$ cat src/shared/pesc_pkg.sv
// Register map, field positions and limits of the event status block
package pesc_pkg;

  localparam int unsigned ADDR_W = 8;
  localparam int unsigned IDX_W  = ADDR_W - 2;

  // Register indices; byte address is four times the index
  localparam logic [IDX_W-1:0] IDX_STAT1 = 6'h12;
  localparam logic [IDX_W-1:0] IDX_STAT2 = 6'h13;
  localparam logic [IDX_W-1:0] IDX_FCC   = 6'h14;
  localparam logic [IDX_W-1:0] IDX_REC   = 6'h15;

  // Second status register field positions
  localparam int unsigned UV_STAT_BIT  = 15;
  localparam int unsigned OV_STAT_BIT  = 14;
  localparam int unsigned OT_STAT_BIT  = 11;
  localparam int unsigned SL_STAT_BIT  = 10;
  localparam int unsigned POL_STAT_BIT = 9;
  localparam int unsigned JAB_STAT_BIT = 8;
  localparam int unsigned UV_EN_BIT    = 7;
  localparam int unsigned OV_EN_BIT    = 6;
  localparam int unsigned OT_EN_BIT    = 3;
  localparam int unsigned SL_EN_BIT    = 2;
  localparam int unsigned POL_EN_BIT   = 1;
  localparam int unsigned JAB_EN_BIT   = 0;

  // First status register field positions (half-full part only)
  localparam int unsigned FC_HF_STAT_BIT = 9;
  localparam int unsigned RX_HF_STAT_BIT = 8;
  localparam int unsigned FC_HF_EN_BIT   = 1;
  localparam int unsigned RX_HF_EN_BIT   = 0;

  // Positions inside the event latch vectors
  localparam int unsigned EV_N   = 6;
  localparam int unsigned EV_UV  = 5;
  localparam int unsigned EV_OV  = 4;
  localparam int unsigned EV_OT  = 3;
  localparam int unsigned EV_SL  = 2;
  localparam int unsigned EV_POL = 1;
  localparam int unsigned EV_JAB = 0;
  localparam int unsigned HF_N   = 2;
  localparam int unsigned HF_FC  = 1;
  localparam int unsigned HF_RX  = 0;

  // Counter widths and limits
  localparam int unsigned    FC_W    = 8;
  localparam logic [7:0]     FC_MAX  = 8'hff;
  localparam logic [7:0]     FC_HALF = 8'h7f;
  localparam int unsigned    RX_W    = 16;
  localparam logic [15:0]    RX_MAX  = 16'hffff;
  localparam logic [15:0]    RX_HALF = 16'h7fff;

  localparam logic [1:0] RESP_OKAY   = 2'h0;
  localparam logic [1:0] RESP_DECERR = 2'h3;

endpackage

$ cat src/rtl/pesc_event_latch.sv
// Latched-high status bits with per-bit enables and gated interrupt
`timescale 1ns/1ps
`default_nettype none

module pesc_event_latch #(
  parameter int unsigned W = 6
) (
  input  wire logic         aclk,
  input  wire logic         aresetn,
  input  wire logic [W-1:0] event_in,
  input  wire logic         rd_clear,
  input  wire logic         wr_en,
  input  wire logic [W-1:0] wr_data,
  output logic      [W-1:0] status,
  output logic      [W-1:0] enable,
  output logic              irq
);

  logic [W-1:0] status_reg;
  logic [W-1:0] enable_reg;

  // Set wins over the read clear, so no event is lost
  always_ff @(posedge aclk)
  begin
    if (!aresetn)
      status_reg <= '0;
    else
      status_reg <= (status_reg & ~{W{rd_clear}}) | event_in; // [RL20]
  end

  always_ff @(posedge aclk)
  begin
    if (!aresetn)
      enable_reg <= '0;
    else if (wr_en)
      enable_reg <= wr_data;
  end

  assign status = status_reg;
  assign enable = enable_reg;
  assign irq    = |(status_reg & enable_reg); // [RL21]
endmodule

`default_nettype wire

$ cat src/rtl/pesc_sat_counter.sv
// Saturating clear-on-read event counter with half-full pulse
`timescale 1ns/1ps
`default_nettype none

module pesc_sat_counter #(
  parameter int unsigned    W    = 8,
  parameter logic [W-1:0]   MAX  = {W{1'b1}},
  parameter logic [W-1:0]   HALF = {1'b0, {(W-1){1'b1}}}
) (
  input  wire logic         aclk,
  input  wire logic         aresetn,
  input  wire logic         inc,
  input  wire logic         rd_clear,
  output logic      [W-1:0] count,
  output logic              half_evt
);

  logic [W-1:0] count_reg;
  logic         half_reg;

  // An event in the read cycle counts after the clear
  always_ff @(posedge aclk)
  begin
    if (!aresetn)
      count_reg <= '0;
    else if (rd_clear)
      count_reg <= inc ? W'(1) : '0; // [RL13]
    else if (inc && count_reg != MAX)
      count_reg <= count_reg + W'(1); // [RL11] [RL16]
  end

  // Pulse once when the count passes the half-full mark
  always_ff @(posedge aclk)
  begin
    if (!aresetn)
      half_reg <= 1'b0;
    else
      half_reg <= inc && !rd_clear && count_reg == HALF; // [RL12] [RL17]
  end

  assign count    = count_reg;
  assign half_evt = half_reg;
endmodule

`default_nettype wire

$ cat src/rtl/pesc_top.sv
// Event status, enables and error counters behind an AXI4-Lite slave
// Operation
// [RL1] Undervoltage event latches status bit 15 until cleared.
// [RL2] Overvoltage event latches status bit 14 until cleared.
// [RL3] Overtemperature event latches bit 11; zero when none pending.
// [RL4] Sleep mode event latches bit 10; zero when none pending.
// [RL5] Receive polarity change latches bit 9; zero when none pending.
// [RL6] Jabber detection latches bit 8; zero when none pending.
// [RL7] Bits 7 and 6 enable undervoltage and overvoltage; reset zero.
// [RL8] Bits 3 and 2 enable overtemperature and sleep; reset zero.
// [RL9] Bits 1 and 0 enable polarity change and jabber; reset zero.
// [RL10] False-carrier counter is 8 bits in low byte; upper byte zero.
// [RL11] False-carrier counter saturates at its maximum.
// [RL12] False-carrier count passing half-full raises an event.
// [RL13] Reading a counter returns its value, then clears it.
// [RL14] Receive errors count with carrier, data valid and bad symbol.
// [RL15] Receive errors are not counted in interface loopback.
// [RL16] Receive-error counter stops at its maximum count.
// [RL17] Receive-error count passing half-full raises an event.
// [RL18] False-carrier half-full sets first-register bit 9, enable bit 1.
// [RL19] Receive-error half-full sets first-register bit 8, enable bit 0.
// [RL20] Reading status clears latched bits unless event still present.
// [RL21] Interrupt is high while any latched bit meets its enable.
`timescale 1ns/1ps
`default_nettype none

module pesc_top (
  input  wire logic                        aclk,
  input  wire logic                        aresetn,
  input  wire logic [pesc_pkg::ADDR_W-1:0] s_axi_awaddr,
  input  wire logic                        s_axi_awvalid,
  output logic                             s_axi_awready,
  input  wire logic [31:0]                 s_axi_wdata,
  input  wire logic [3:0]                  s_axi_wstrb,
  input  wire logic                        s_axi_wvalid,
  output logic                             s_axi_wready,
  output logic      [1:0]                  s_axi_bresp,
  output logic                             s_axi_bvalid,
  input  wire logic                        s_axi_bready,
  input  wire logic [pesc_pkg::ADDR_W-1:0] s_axi_araddr,
  input  wire logic                        s_axi_arvalid,
  output logic                             s_axi_arready,
  output logic      [31:0]                 s_axi_rdata,
  output logic      [1:0]                  s_axi_rresp,
  output logic                             s_axi_rvalid,
  input  wire logic                        s_axi_rready,
  input  wire logic                        undervoltage_evt,
  input  wire logic                        overvoltage_evt,
  input  wire logic                        overtemp_evt,
  input  wire logic                        sleep_mode_evt,
  input  wire logic                        polarity_change_evt,
  input  wire logic                        jabber_evt,
  input  wire logic                        false_carrier_evt,
  input  wire logic                        rx_carrier_valid,
  input  wire logic                        rx_data_valid,
  input  wire logic                        rx_invalid_symbol,
  input  wire logic                        mii_loopback_active,
  output logic                             fc_half_full_evt,
  output logic                             rx_half_full_evt,
  output logic                             irq
);

  import pesc_pkg::*;

  function automatic logic [IDX_W-1:0] idx_of(
    input logic [ADDR_W-1:0] addr
  );
    idx_of = addr[ADDR_W-1:2];
  endfunction

  function automatic logic is_mapped(input logic [IDX_W-1:0] idx);
    is_mapped = (idx == IDX_STAT1) || (idx == IDX_STAT2) ||
                (idx == IDX_FCC) || (idx == IDX_REC);
  endfunction

  // Write channel state
  logic              aw_held_reg;
  logic [IDX_W-1:0]  awidx_reg;
  logic              w_held_reg;
  logic [31:0]       wdata_reg;
  logic [3:0]        wstrb_reg;
  logic              bvalid_reg;
  logic [1:0]        bresp_reg;

  // Read channel state
  logic              rvalid_reg;
  logic [31:0]       rdata_reg;
  logic [1:0]        rresp_reg;

  logic              aw_hs;
  logic              w_hs;
  logic              ar_hs;
  logic              do_wr;
  logic [IDX_W-1:0]  widx;
  logic [IDX_W-1:0]  ridx;
  logic [31:0]       wdata_cur;
  logic [3:0]        wstrb_cur;

  logic              wr_stat1;
  logic              wr_stat2;
  logic              rd_stat1;
  logic              rd_stat2;
  logic              rd_fcc;
  logic              rd_rec;
  logic              rx_err_inc;

  logic [EV_N-1:0]   st2_event;
  logic [EV_N-1:0]   st2_status;
  logic [EV_N-1:0]   st2_enable;
  logic [EV_N-1:0]   st2_wr_bits;
  logic              st2_irq;
  logic [HF_N-1:0]   st1_event;
  logic [HF_N-1:0]   st1_status;
  logic [HF_N-1:0]   st1_enable;
  logic [HF_N-1:0]   st1_wr_bits;
  logic              st1_irq;
  logic [FC_W-1:0]   fc_count;
  logic [RX_W-1:0]   rec_count;
  logic              fc_half;
  logic              rx_half;
  logic [31:0]       rd_word;

  // Address and data may arrive in either order
  assign s_axi_awready = !aw_held_reg && !bvalid_reg;
  assign s_axi_wready  = !w_held_reg && !bvalid_reg;
  assign s_axi_arready = !rvalid_reg;
  assign aw_hs = s_axi_awvalid && s_axi_awready;
  assign w_hs  = s_axi_wvalid && s_axi_wready;
  assign ar_hs = s_axi_arvalid && s_axi_arready;

  assign widx      = aw_held_reg ? awidx_reg : idx_of(s_axi_awaddr);
  assign wdata_cur = w_held_reg ? wdata_reg : s_axi_wdata;
  assign wstrb_cur = w_held_reg ? wstrb_reg : s_axi_wstrb;
  assign do_wr     = (aw_held_reg || aw_hs) && (w_held_reg || w_hs);
  assign ridx      = idx_of(s_axi_araddr);

  always_ff @(posedge aclk)
  begin
    if (!aresetn)
    begin
      aw_held_reg <= 1'b0;
      awidx_reg   <= '0;
    end
    else if (do_wr)
      aw_held_reg <= 1'b0;
    else if (aw_hs)
    begin
      aw_held_reg <= 1'b1;
      awidx_reg   <= idx_of(s_axi_awaddr);
    end
  end

  always_ff @(posedge aclk)
  begin
    if (!aresetn)
    begin
      w_held_reg <= 1'b0;
      wdata_reg  <= '0;
      wstrb_reg  <= '0;
    end
    else if (do_wr)
      w_held_reg <= 1'b0;
    else if (w_hs)
    begin
      w_held_reg <= 1'b1;
      wdata_reg  <= s_axi_wdata;
      wstrb_reg  <= s_axi_wstrb;
    end
  end

  // Writes to read-only or unused locations are ignored
  always_ff @(posedge aclk)
  begin
    if (!aresetn)
    begin
      bvalid_reg <= 1'b0;
      bresp_reg  <= RESP_OKAY;
    end
    else if (do_wr)
    begin
      bvalid_reg <= 1'b1;
      bresp_reg  <= is_mapped(widx) ? RESP_OKAY : RESP_DECERR;
    end
    else if (s_axi_bready)
      bvalid_reg <= 1'b0;
  end

  assign s_axi_bvalid = bvalid_reg;
  assign s_axi_bresp  = bresp_reg;

  // Enables live in the low byte only
  assign wr_stat2 = do_wr && widx == IDX_STAT2 && wstrb_cur[0];
  assign wr_stat1 = do_wr && widx == IDX_STAT1 && wstrb_cur[0];

  assign st2_wr_bits[EV_UV]  = wdata_cur[UV_EN_BIT];  // [RL7]
  assign st2_wr_bits[EV_OV]  = wdata_cur[OV_EN_BIT];  // [RL7]
  assign st2_wr_bits[EV_OT]  = wdata_cur[OT_EN_BIT];  // [RL8]
  assign st2_wr_bits[EV_SL]  = wdata_cur[SL_EN_BIT];  // [RL8]
  assign st2_wr_bits[EV_POL] = wdata_cur[POL_EN_BIT]; // [RL9]
  assign st2_wr_bits[EV_JAB] = wdata_cur[JAB_EN_BIT]; // [RL9]
  assign st1_wr_bits[HF_FC]  = wdata_cur[FC_HF_EN_BIT]; // [RL18]
  assign st1_wr_bits[HF_RX]  = wdata_cur[RX_HF_EN_BIT]; // [RL19]

  // Read side effects happen when the address is accepted
  assign rd_stat1 = ar_hs && ridx == IDX_STAT1;
  assign rd_stat2 = ar_hs && ridx == IDX_STAT2;
  assign rd_fcc   = ar_hs && ridx == IDX_FCC;
  assign rd_rec   = ar_hs && ridx == IDX_REC;

  assign st2_event[EV_UV]  = undervoltage_evt;    // [RL1]
  assign st2_event[EV_OV]  = overvoltage_evt;     // [RL2]
  assign st2_event[EV_OT]  = overtemp_evt;        // [RL3]
  assign st2_event[EV_SL]  = sleep_mode_evt;      // [RL4]
  assign st2_event[EV_POL] = polarity_change_evt; // [RL5]
  assign st2_event[EV_JAB] = jabber_evt;          // [RL6]

  pesc_event_latch #(
    .W (EV_N)
  ) u_stat2 (
    .aclk     (aclk),
    .aresetn  (aresetn),
    .event_in (st2_event),
    .rd_clear (rd_stat2),
    .wr_en    (wr_stat2),
    .wr_data  (st2_wr_bits),
    .status   (st2_status),
    .enable   (st2_enable),
    .irq      (st2_irq)
  );

  // Loopback traffic is not line traffic, so it is never counted
  assign rx_err_inc = rx_carrier_valid && rx_data_valid &&
                      rx_invalid_symbol && !mii_loopback_active; // [RL14] [RL15]

  pesc_sat_counter #(
    .W    (FC_W),
    .MAX  (FC_MAX),
    .HALF (FC_HALF)
  ) u_fc_cnt (
    .aclk     (aclk),
    .aresetn  (aresetn),
    .inc      (false_carrier_evt),
    .rd_clear (rd_fcc),
    .count    (fc_count),
    .half_evt (fc_half)
  );

  pesc_sat_counter #(
    .W    (RX_W),
    .MAX  (RX_MAX),
    .HALF (RX_HALF)
  ) u_rx_cnt (
    .aclk     (aclk),
    .aresetn  (aresetn),
    .inc      (rx_err_inc),
    .rd_clear (rd_rec),
    .count    (rec_count),
    .half_evt (rx_half)
  );

  assign st1_event[HF_FC] = fc_half; // [RL18]
  assign st1_event[HF_RX] = rx_half; // [RL19]

  pesc_event_latch #(
    .W (HF_N)
  ) u_stat1 (
    .aclk     (aclk),
    .aresetn  (aresetn),
    .event_in (st1_event),
    .rd_clear (rd_stat1),
    .wr_en    (wr_stat1),
    .wr_data  (st1_wr_bits),
    .status   (st1_status),
    .enable   (st1_enable),
    .irq      (st1_irq)
  );

  assign fc_half_full_evt = fc_half;
  assign rx_half_full_evt = rx_half;
  assign irq              = st2_irq || st1_irq; // [RL21]

  // Reserved bits read as zero
  always_comb
  begin
    rd_word = '0;
    case (ridx)
      IDX_STAT1:
      begin
        rd_word[FC_HF_STAT_BIT] = st1_status[HF_FC];
        rd_word[RX_HF_STAT_BIT] = st1_status[HF_RX];
        rd_word[FC_HF_EN_BIT]   = st1_enable[HF_FC];
        rd_word[RX_HF_EN_BIT]   = st1_enable[HF_RX];
      end
      IDX_STAT2:
      begin
        rd_word[UV_STAT_BIT]  = st2_status[EV_UV];  // [RL1]
        rd_word[OV_STAT_BIT]  = st2_status[EV_OV];  // [RL2]
        rd_word[OT_STAT_BIT]  = st2_status[EV_OT];  // [RL3]
        rd_word[SL_STAT_BIT]  = st2_status[EV_SL];  // [RL4]
        rd_word[POL_STAT_BIT] = st2_status[EV_POL]; // [RL5]
        rd_word[JAB_STAT_BIT] = st2_status[EV_JAB]; // [RL6]
        rd_word[UV_EN_BIT]    = st2_enable[EV_UV];
        rd_word[OV_EN_BIT]    = st2_enable[EV_OV];
        rd_word[OT_EN_BIT]    = st2_enable[EV_OT];
        rd_word[SL_EN_BIT]    = st2_enable[EV_SL];
        rd_word[POL_EN_BIT]   = st2_enable[EV_POL];
        rd_word[JAB_EN_BIT]   = st2_enable[EV_JAB];
      end
      IDX_FCC:
        rd_word[FC_W-1:0] = fc_count; // [RL10]
      IDX_REC:
        rd_word[RX_W-1:0] = rec_count; // [RL13]
      default:
        rd_word = '0;
    endcase
  end

  always_ff @(posedge aclk)
  begin
    if (!aresetn)
    begin
      rvalid_reg <= 1'b0;
      rdata_reg  <= '0;
      rresp_reg  <= RESP_OKAY;
    end
    else if (ar_hs)
    begin
      rvalid_reg <= 1'b1;
      rdata_reg  <= rd_word;
      rresp_reg  <= is_mapped(ridx) ? RESP_OKAY : RESP_DECERR;
    end
    else if (s_axi_rready)
      rvalid_reg <= 1'b0;
  end

  assign s_axi_rvalid = rvalid_reg;
  assign s_axi_rdata  = rdata_reg;
  assign s_axi_rresp  = rresp_reg;
endmodule

`default_nettype wire

$ cat config.mk
export PLATFORM = sky130hd
export DESIGN_NAME = pesc_top
export DESIGN_NICKNAME = d
export VERILOG_FILES = /design/src/shared/pesc_pkg.sv /design/src/rtl/pesc_event_latch.sv /design/src/rtl/pesc_sat_counter.sv /design/src/rtl/pesc_top.sv
export SDC_FILE = /design/constraint.sdc
export NUM_CORES = 1
export LEC_CHECK = 0
export BUFFER_PORTS_ARGS = -buffer_cell sky130_fd_sc_hd__clkbuf_2
export CAP_MARGIN = 20
export CELL_PAD_IN_SITES_DETAIL_PLACEMENT = 0
export CELL_PAD_IN_SITES_GLOBAL_PLACEMENT = 1
export CORE_ASPECT_RATIO = 0.7
export CORE_MARGIN = 8
export CORE_UTILIZATION = 37
export DETAILED_ROUTE_END_ITERATION = 10
export PLACE_DENSITY = 0.87
export SLEW_MARGIN = 20
export SYNTH_ARGS = -nofsm -noshare
export SYNTH_HDL_FRONTEND = slang
export SYNTH_SLANG_ARGS = --single-unit
$ cat constraint.sdc
create_clock -name aclk -period 3.5 [get_ports aclk]
set_input_delay 0.175 -clock aclk [delete_from_list [all_inputs] [get_ports aclk]]
set_output_delay 0.175 -clock aclk [all_outputs]
set_load 0.01 [all_outputs]
==> flow_metrics.py <==
metrics = {
    "worst_hold_path": {
        "hold_class": "input pin to register",
        "hp-start": "overvoltage_evt",
        "holdPathEnd": "u_stat2.status[4]$_SDFF_PN0_",
        "hold_depth": 2,
    },
    "timing": {
        "slew_headroom": 0.355,
        "setup_ws_ns": 1.32,
        "slew_viol_final": 0,
        "worst_pin_slew_ns": 0.966,
        "rsz0062_at_grt": "false",
        "period_share": 0.622,
        "setup_violations": 0,
        "max_freq_ghz": 0.459,
        "period_minus_slack_ns": 2.18,
        "tns_ns": 0,
        "skew_ns": 0.00635,
        "hold_violations": 0,
    },
    "route": {
        "drt-initial-drc-count": 295,
        "routed-via-count": 3456,
        "drc_errors": 0,
        "wl_per_cell_um": 16.6,
        "routed_wl_um": 10300,
        "final_antenna_net_count": 0,
        "via_per_inst": 5.57,
        "firstDrtPassIters": 5,
    },
    "grt": {
        "grt_pass1_vias": 3249,
        "grt_max_degree": 31,
        "grt_pass1_wl_um": 16500,
        "grt_usage": 0.151,
        "antenna_found_initial": 0,
        "grt_overflow": 0,
    },
    "placed_design": {
        "dpl.hpwl_um": 7840,
        "place_ws_ns": 1.23,
        "routabilityCongestion": 0.849,
        "io_buffers": 64,
        "placed_cells": 606,
    },
    "worst_setup_path": {
        "arrival_ns": 2.42,
        "cp-end-kind": "register",
        "worstPathMaxFanout": 12,
        "path_class": "register to register",
        "r2r_start": "aw_held_reg$_SDFFE_PP0P_",
        "ff2ff_setup_slack_ns": 1.32,
        "cp_data_required_time_ns": 3.74,
        "r2r_cells": 4,
        "timing.rr.end": "u_stat2.enable[1]$_SDFFE_PN0P_",
        "critPathLaunchType": "register",
    },
    "pwr": {
        "leakage_nw": 1.76,
        "p_per_area_nw_per_um2": 493,
        "ir_drop_v": 0.000274,
        "power_mw": 2.21,
    },
    "cells_and_area": {
        "n_antenna_cell": 0,
        "final_cells": 621,
        "drive_above_1_share": 0.200,
        "nets": 557,
        "nFillCells": 1003,
        "syn_to_final_growth_pct": 18.3,
    },
    "clock_network": {
        "clock-sinks": 77,
        "clkTransAtPathRegs_ns": 0.06,
        "cts_hold_buffers": 0,
        "cts_root_buffer": "clkbuf_16",
        "post_cts_buffers": 0,
        "htreeDepth": 3,
        "cts_resized": 0,
        "cts_buffer_depth": 2,
        "cts_tree": "built",
        "cts_made_buffers": 9,
        "clock_latency_ns": 0.33,
    },
    "floorplanning": {
        "die_w_um": 137,
        "initial_core_util": 0.372,
        "core.rowCount": 31,
        "design.die.area_sq_um": 13800,
        "coreArea_sq_um": 10200,
        "ioPinCount": 114,
        "fp.dieH_um": 101,
    },
    "synthesis": {
        "synth_top_cell_by_area": "dfxtp_1",
        "synth_compound_area_frac": 0.192,
        "synth-edff-count": 0,
        "synth-xor-area-share": 0.0116,
        "syn_inst": 431,
        "synth_top_family_by_area": "simple AND/OR/NAND/NOR gates",
        "syn_area_per_cell_sq_um": 8.78,
        "ys_types": 54,
        "yosysTopAreaCellShare": 0.407,
        "synth-main-ff-cell": "dfxtp_1",
        "synth.most_common_cell": "dfxtp_1",
        "netlist_top_cells_count": "dfxtp_1 (77), nor2_1 (38), a21oi_1 (30)",
        "synth_area_leaders": "dfxtp_1 (41%), mux2i_1 (7.4%), buf_4 (4.2%)",
        "synthAdderAreaFrac": 0.00661,
        "yosys.area_share.simple": 0.221,
        "ys.warnings.count": 0,
        "synth-seq-cells": 77,
        "ys_seq_area_frac": 0.407,
        "syn_area_sq_um": 3780,
        "ys_async_sr_fraction": 0,
        "synthMuxAreaShare": 0.0890,
    },
    "outcome": {
        "outcome": "complete, no violations",
    },
    "job": {
        "max-cap-violations": 0,
    },
}
power by group:
| group | total [mW] | internal, mW | switching, mW |
|---|---|---|---|
| sequential | 0.937 | 0.905 | 0.0311 |
| combinational | 0.197 | 0.0816 | 0.115 |
| clock | 1.07 | 0.730 | 0.342 |
layout by cell type (no fill, tap or decap), types with 3 or more instances in the layout:
master / n
or4_1: 13
a221oi_1: 8
nand4_1: 8
a21oi_1: 30
inv_1: 8
clkbuf_2: 64
or3_1: 4
nand3b_1: 5
and3_1: 6
a211oi_1: 7
conb_1: 16
nor3_1: 12
bufinv_16: 3
clkbuf_16: 9
xor2_1: 4
nand3_1: 11
nor2b_1: 8
a22oi_1: 10
a311oi_1: 4
o21a_1: 7
buf_4: 5
mux2i_1: 28
dfxtp_1: 77
nand2b_1: 4
o21ai_0: 16
o22ai_1: 3
mux2_2: 5
nand2_1: 28
a31oi_1: 6
o31ai_1: 11
nor2_1: 38
metal layers:
layer	GRT usage	wire [um]
met5	0	0
met4	0.0358	79
met3	0.0448	795
met2	0.222	4400
met1	0.209	5030
area by class of cell:
| class | instances | area, sq um | share of cell area |
|---|---|---|---|
| clock buffers | 11 | 253 | 0.0565 |
| clock inverters | 4 | 95.1 | 0.0213 |
| inverters | 8 | 30.0 | 0.00671 |
| multi-input cells | 320 | 2030 | 0.454 |
| flip-flops and latches | 77 | 1540 | 0.345 |
| well taps | 132 | 165 | 0.0369 |
| repair buffers | 69 | 358 | 0.0800 |
worst max-delay path by stage:
| stage | startpoint | slack (ns) | end | cells after the start |
|---|---|---|---|---|
| 2_1_floorplan | aw_held_reg$_SDFFE_PP0P_ | 1.71 | u_stat2.enable[0]$_SDFFE_PN0P_ | 6 |
| 6_report | aw_held_reg$_SDFFE_PP0P_ | 1.32 | u_stat2.enable[1]$_SDFFE_PN0P_ | 4 |
| 3_5_place_dp | mii_loopback_active | 1.23 | u_rx_cnt.count[15]$_SDFFE_PN0P_ | 5 |
| 4_1_cts | w_held_reg$_SDFFE_PP0P_ | 1.31 | u_stat2.enable[1]$_SDFFE_PN0P_ | 4 |
| 5_1_grt | w_held_reg$_SDFFE_PP0P_ | 1.15 | u_stat2.enable[1]$_SDFFE_PN0P_ | 4 |
| 3_3_place_gp | mii_loopback_active | 1.27 | u_rx_cnt.count[13]$_SDFFE_PN0P_ | 5 |
per-stage QoR:
step | area (sq um) | hold WS [ns] | util
6_report | 4470 | 0.0617 | 0.440
5_1_grt | 4470 | 0.0664 | 0.440
4_1_cts | 4470 | 0.0531 | 0.440
3_5_place_dp | 4120 | 0.394 | 0.406
3_3_place_gp | 4120 | 0.390 | 0.406
2_1_floorplan | 3840 | 0.299 | -
critical path, cell delays in order (launching register included):
cell	delay (ns)
dfxtp_1	0.43
or4b_2	0.67
a21oi_1	0.36
and3_1	0.38
mux2i_1	0.25
cell families (layout without fill, tap and decap cells):
group / Yosys count / in the layout
simple gates: 154 / 154
compound gates: 110 / 110
flops: 77 / 77
buf+inv: 49 / 92
mux: 33 / 33
xor+xnor: 5 / 5
fa+ha+maj: 2 / 2
other cells: 1 / 16
Power figures use the tool's default switching activity.
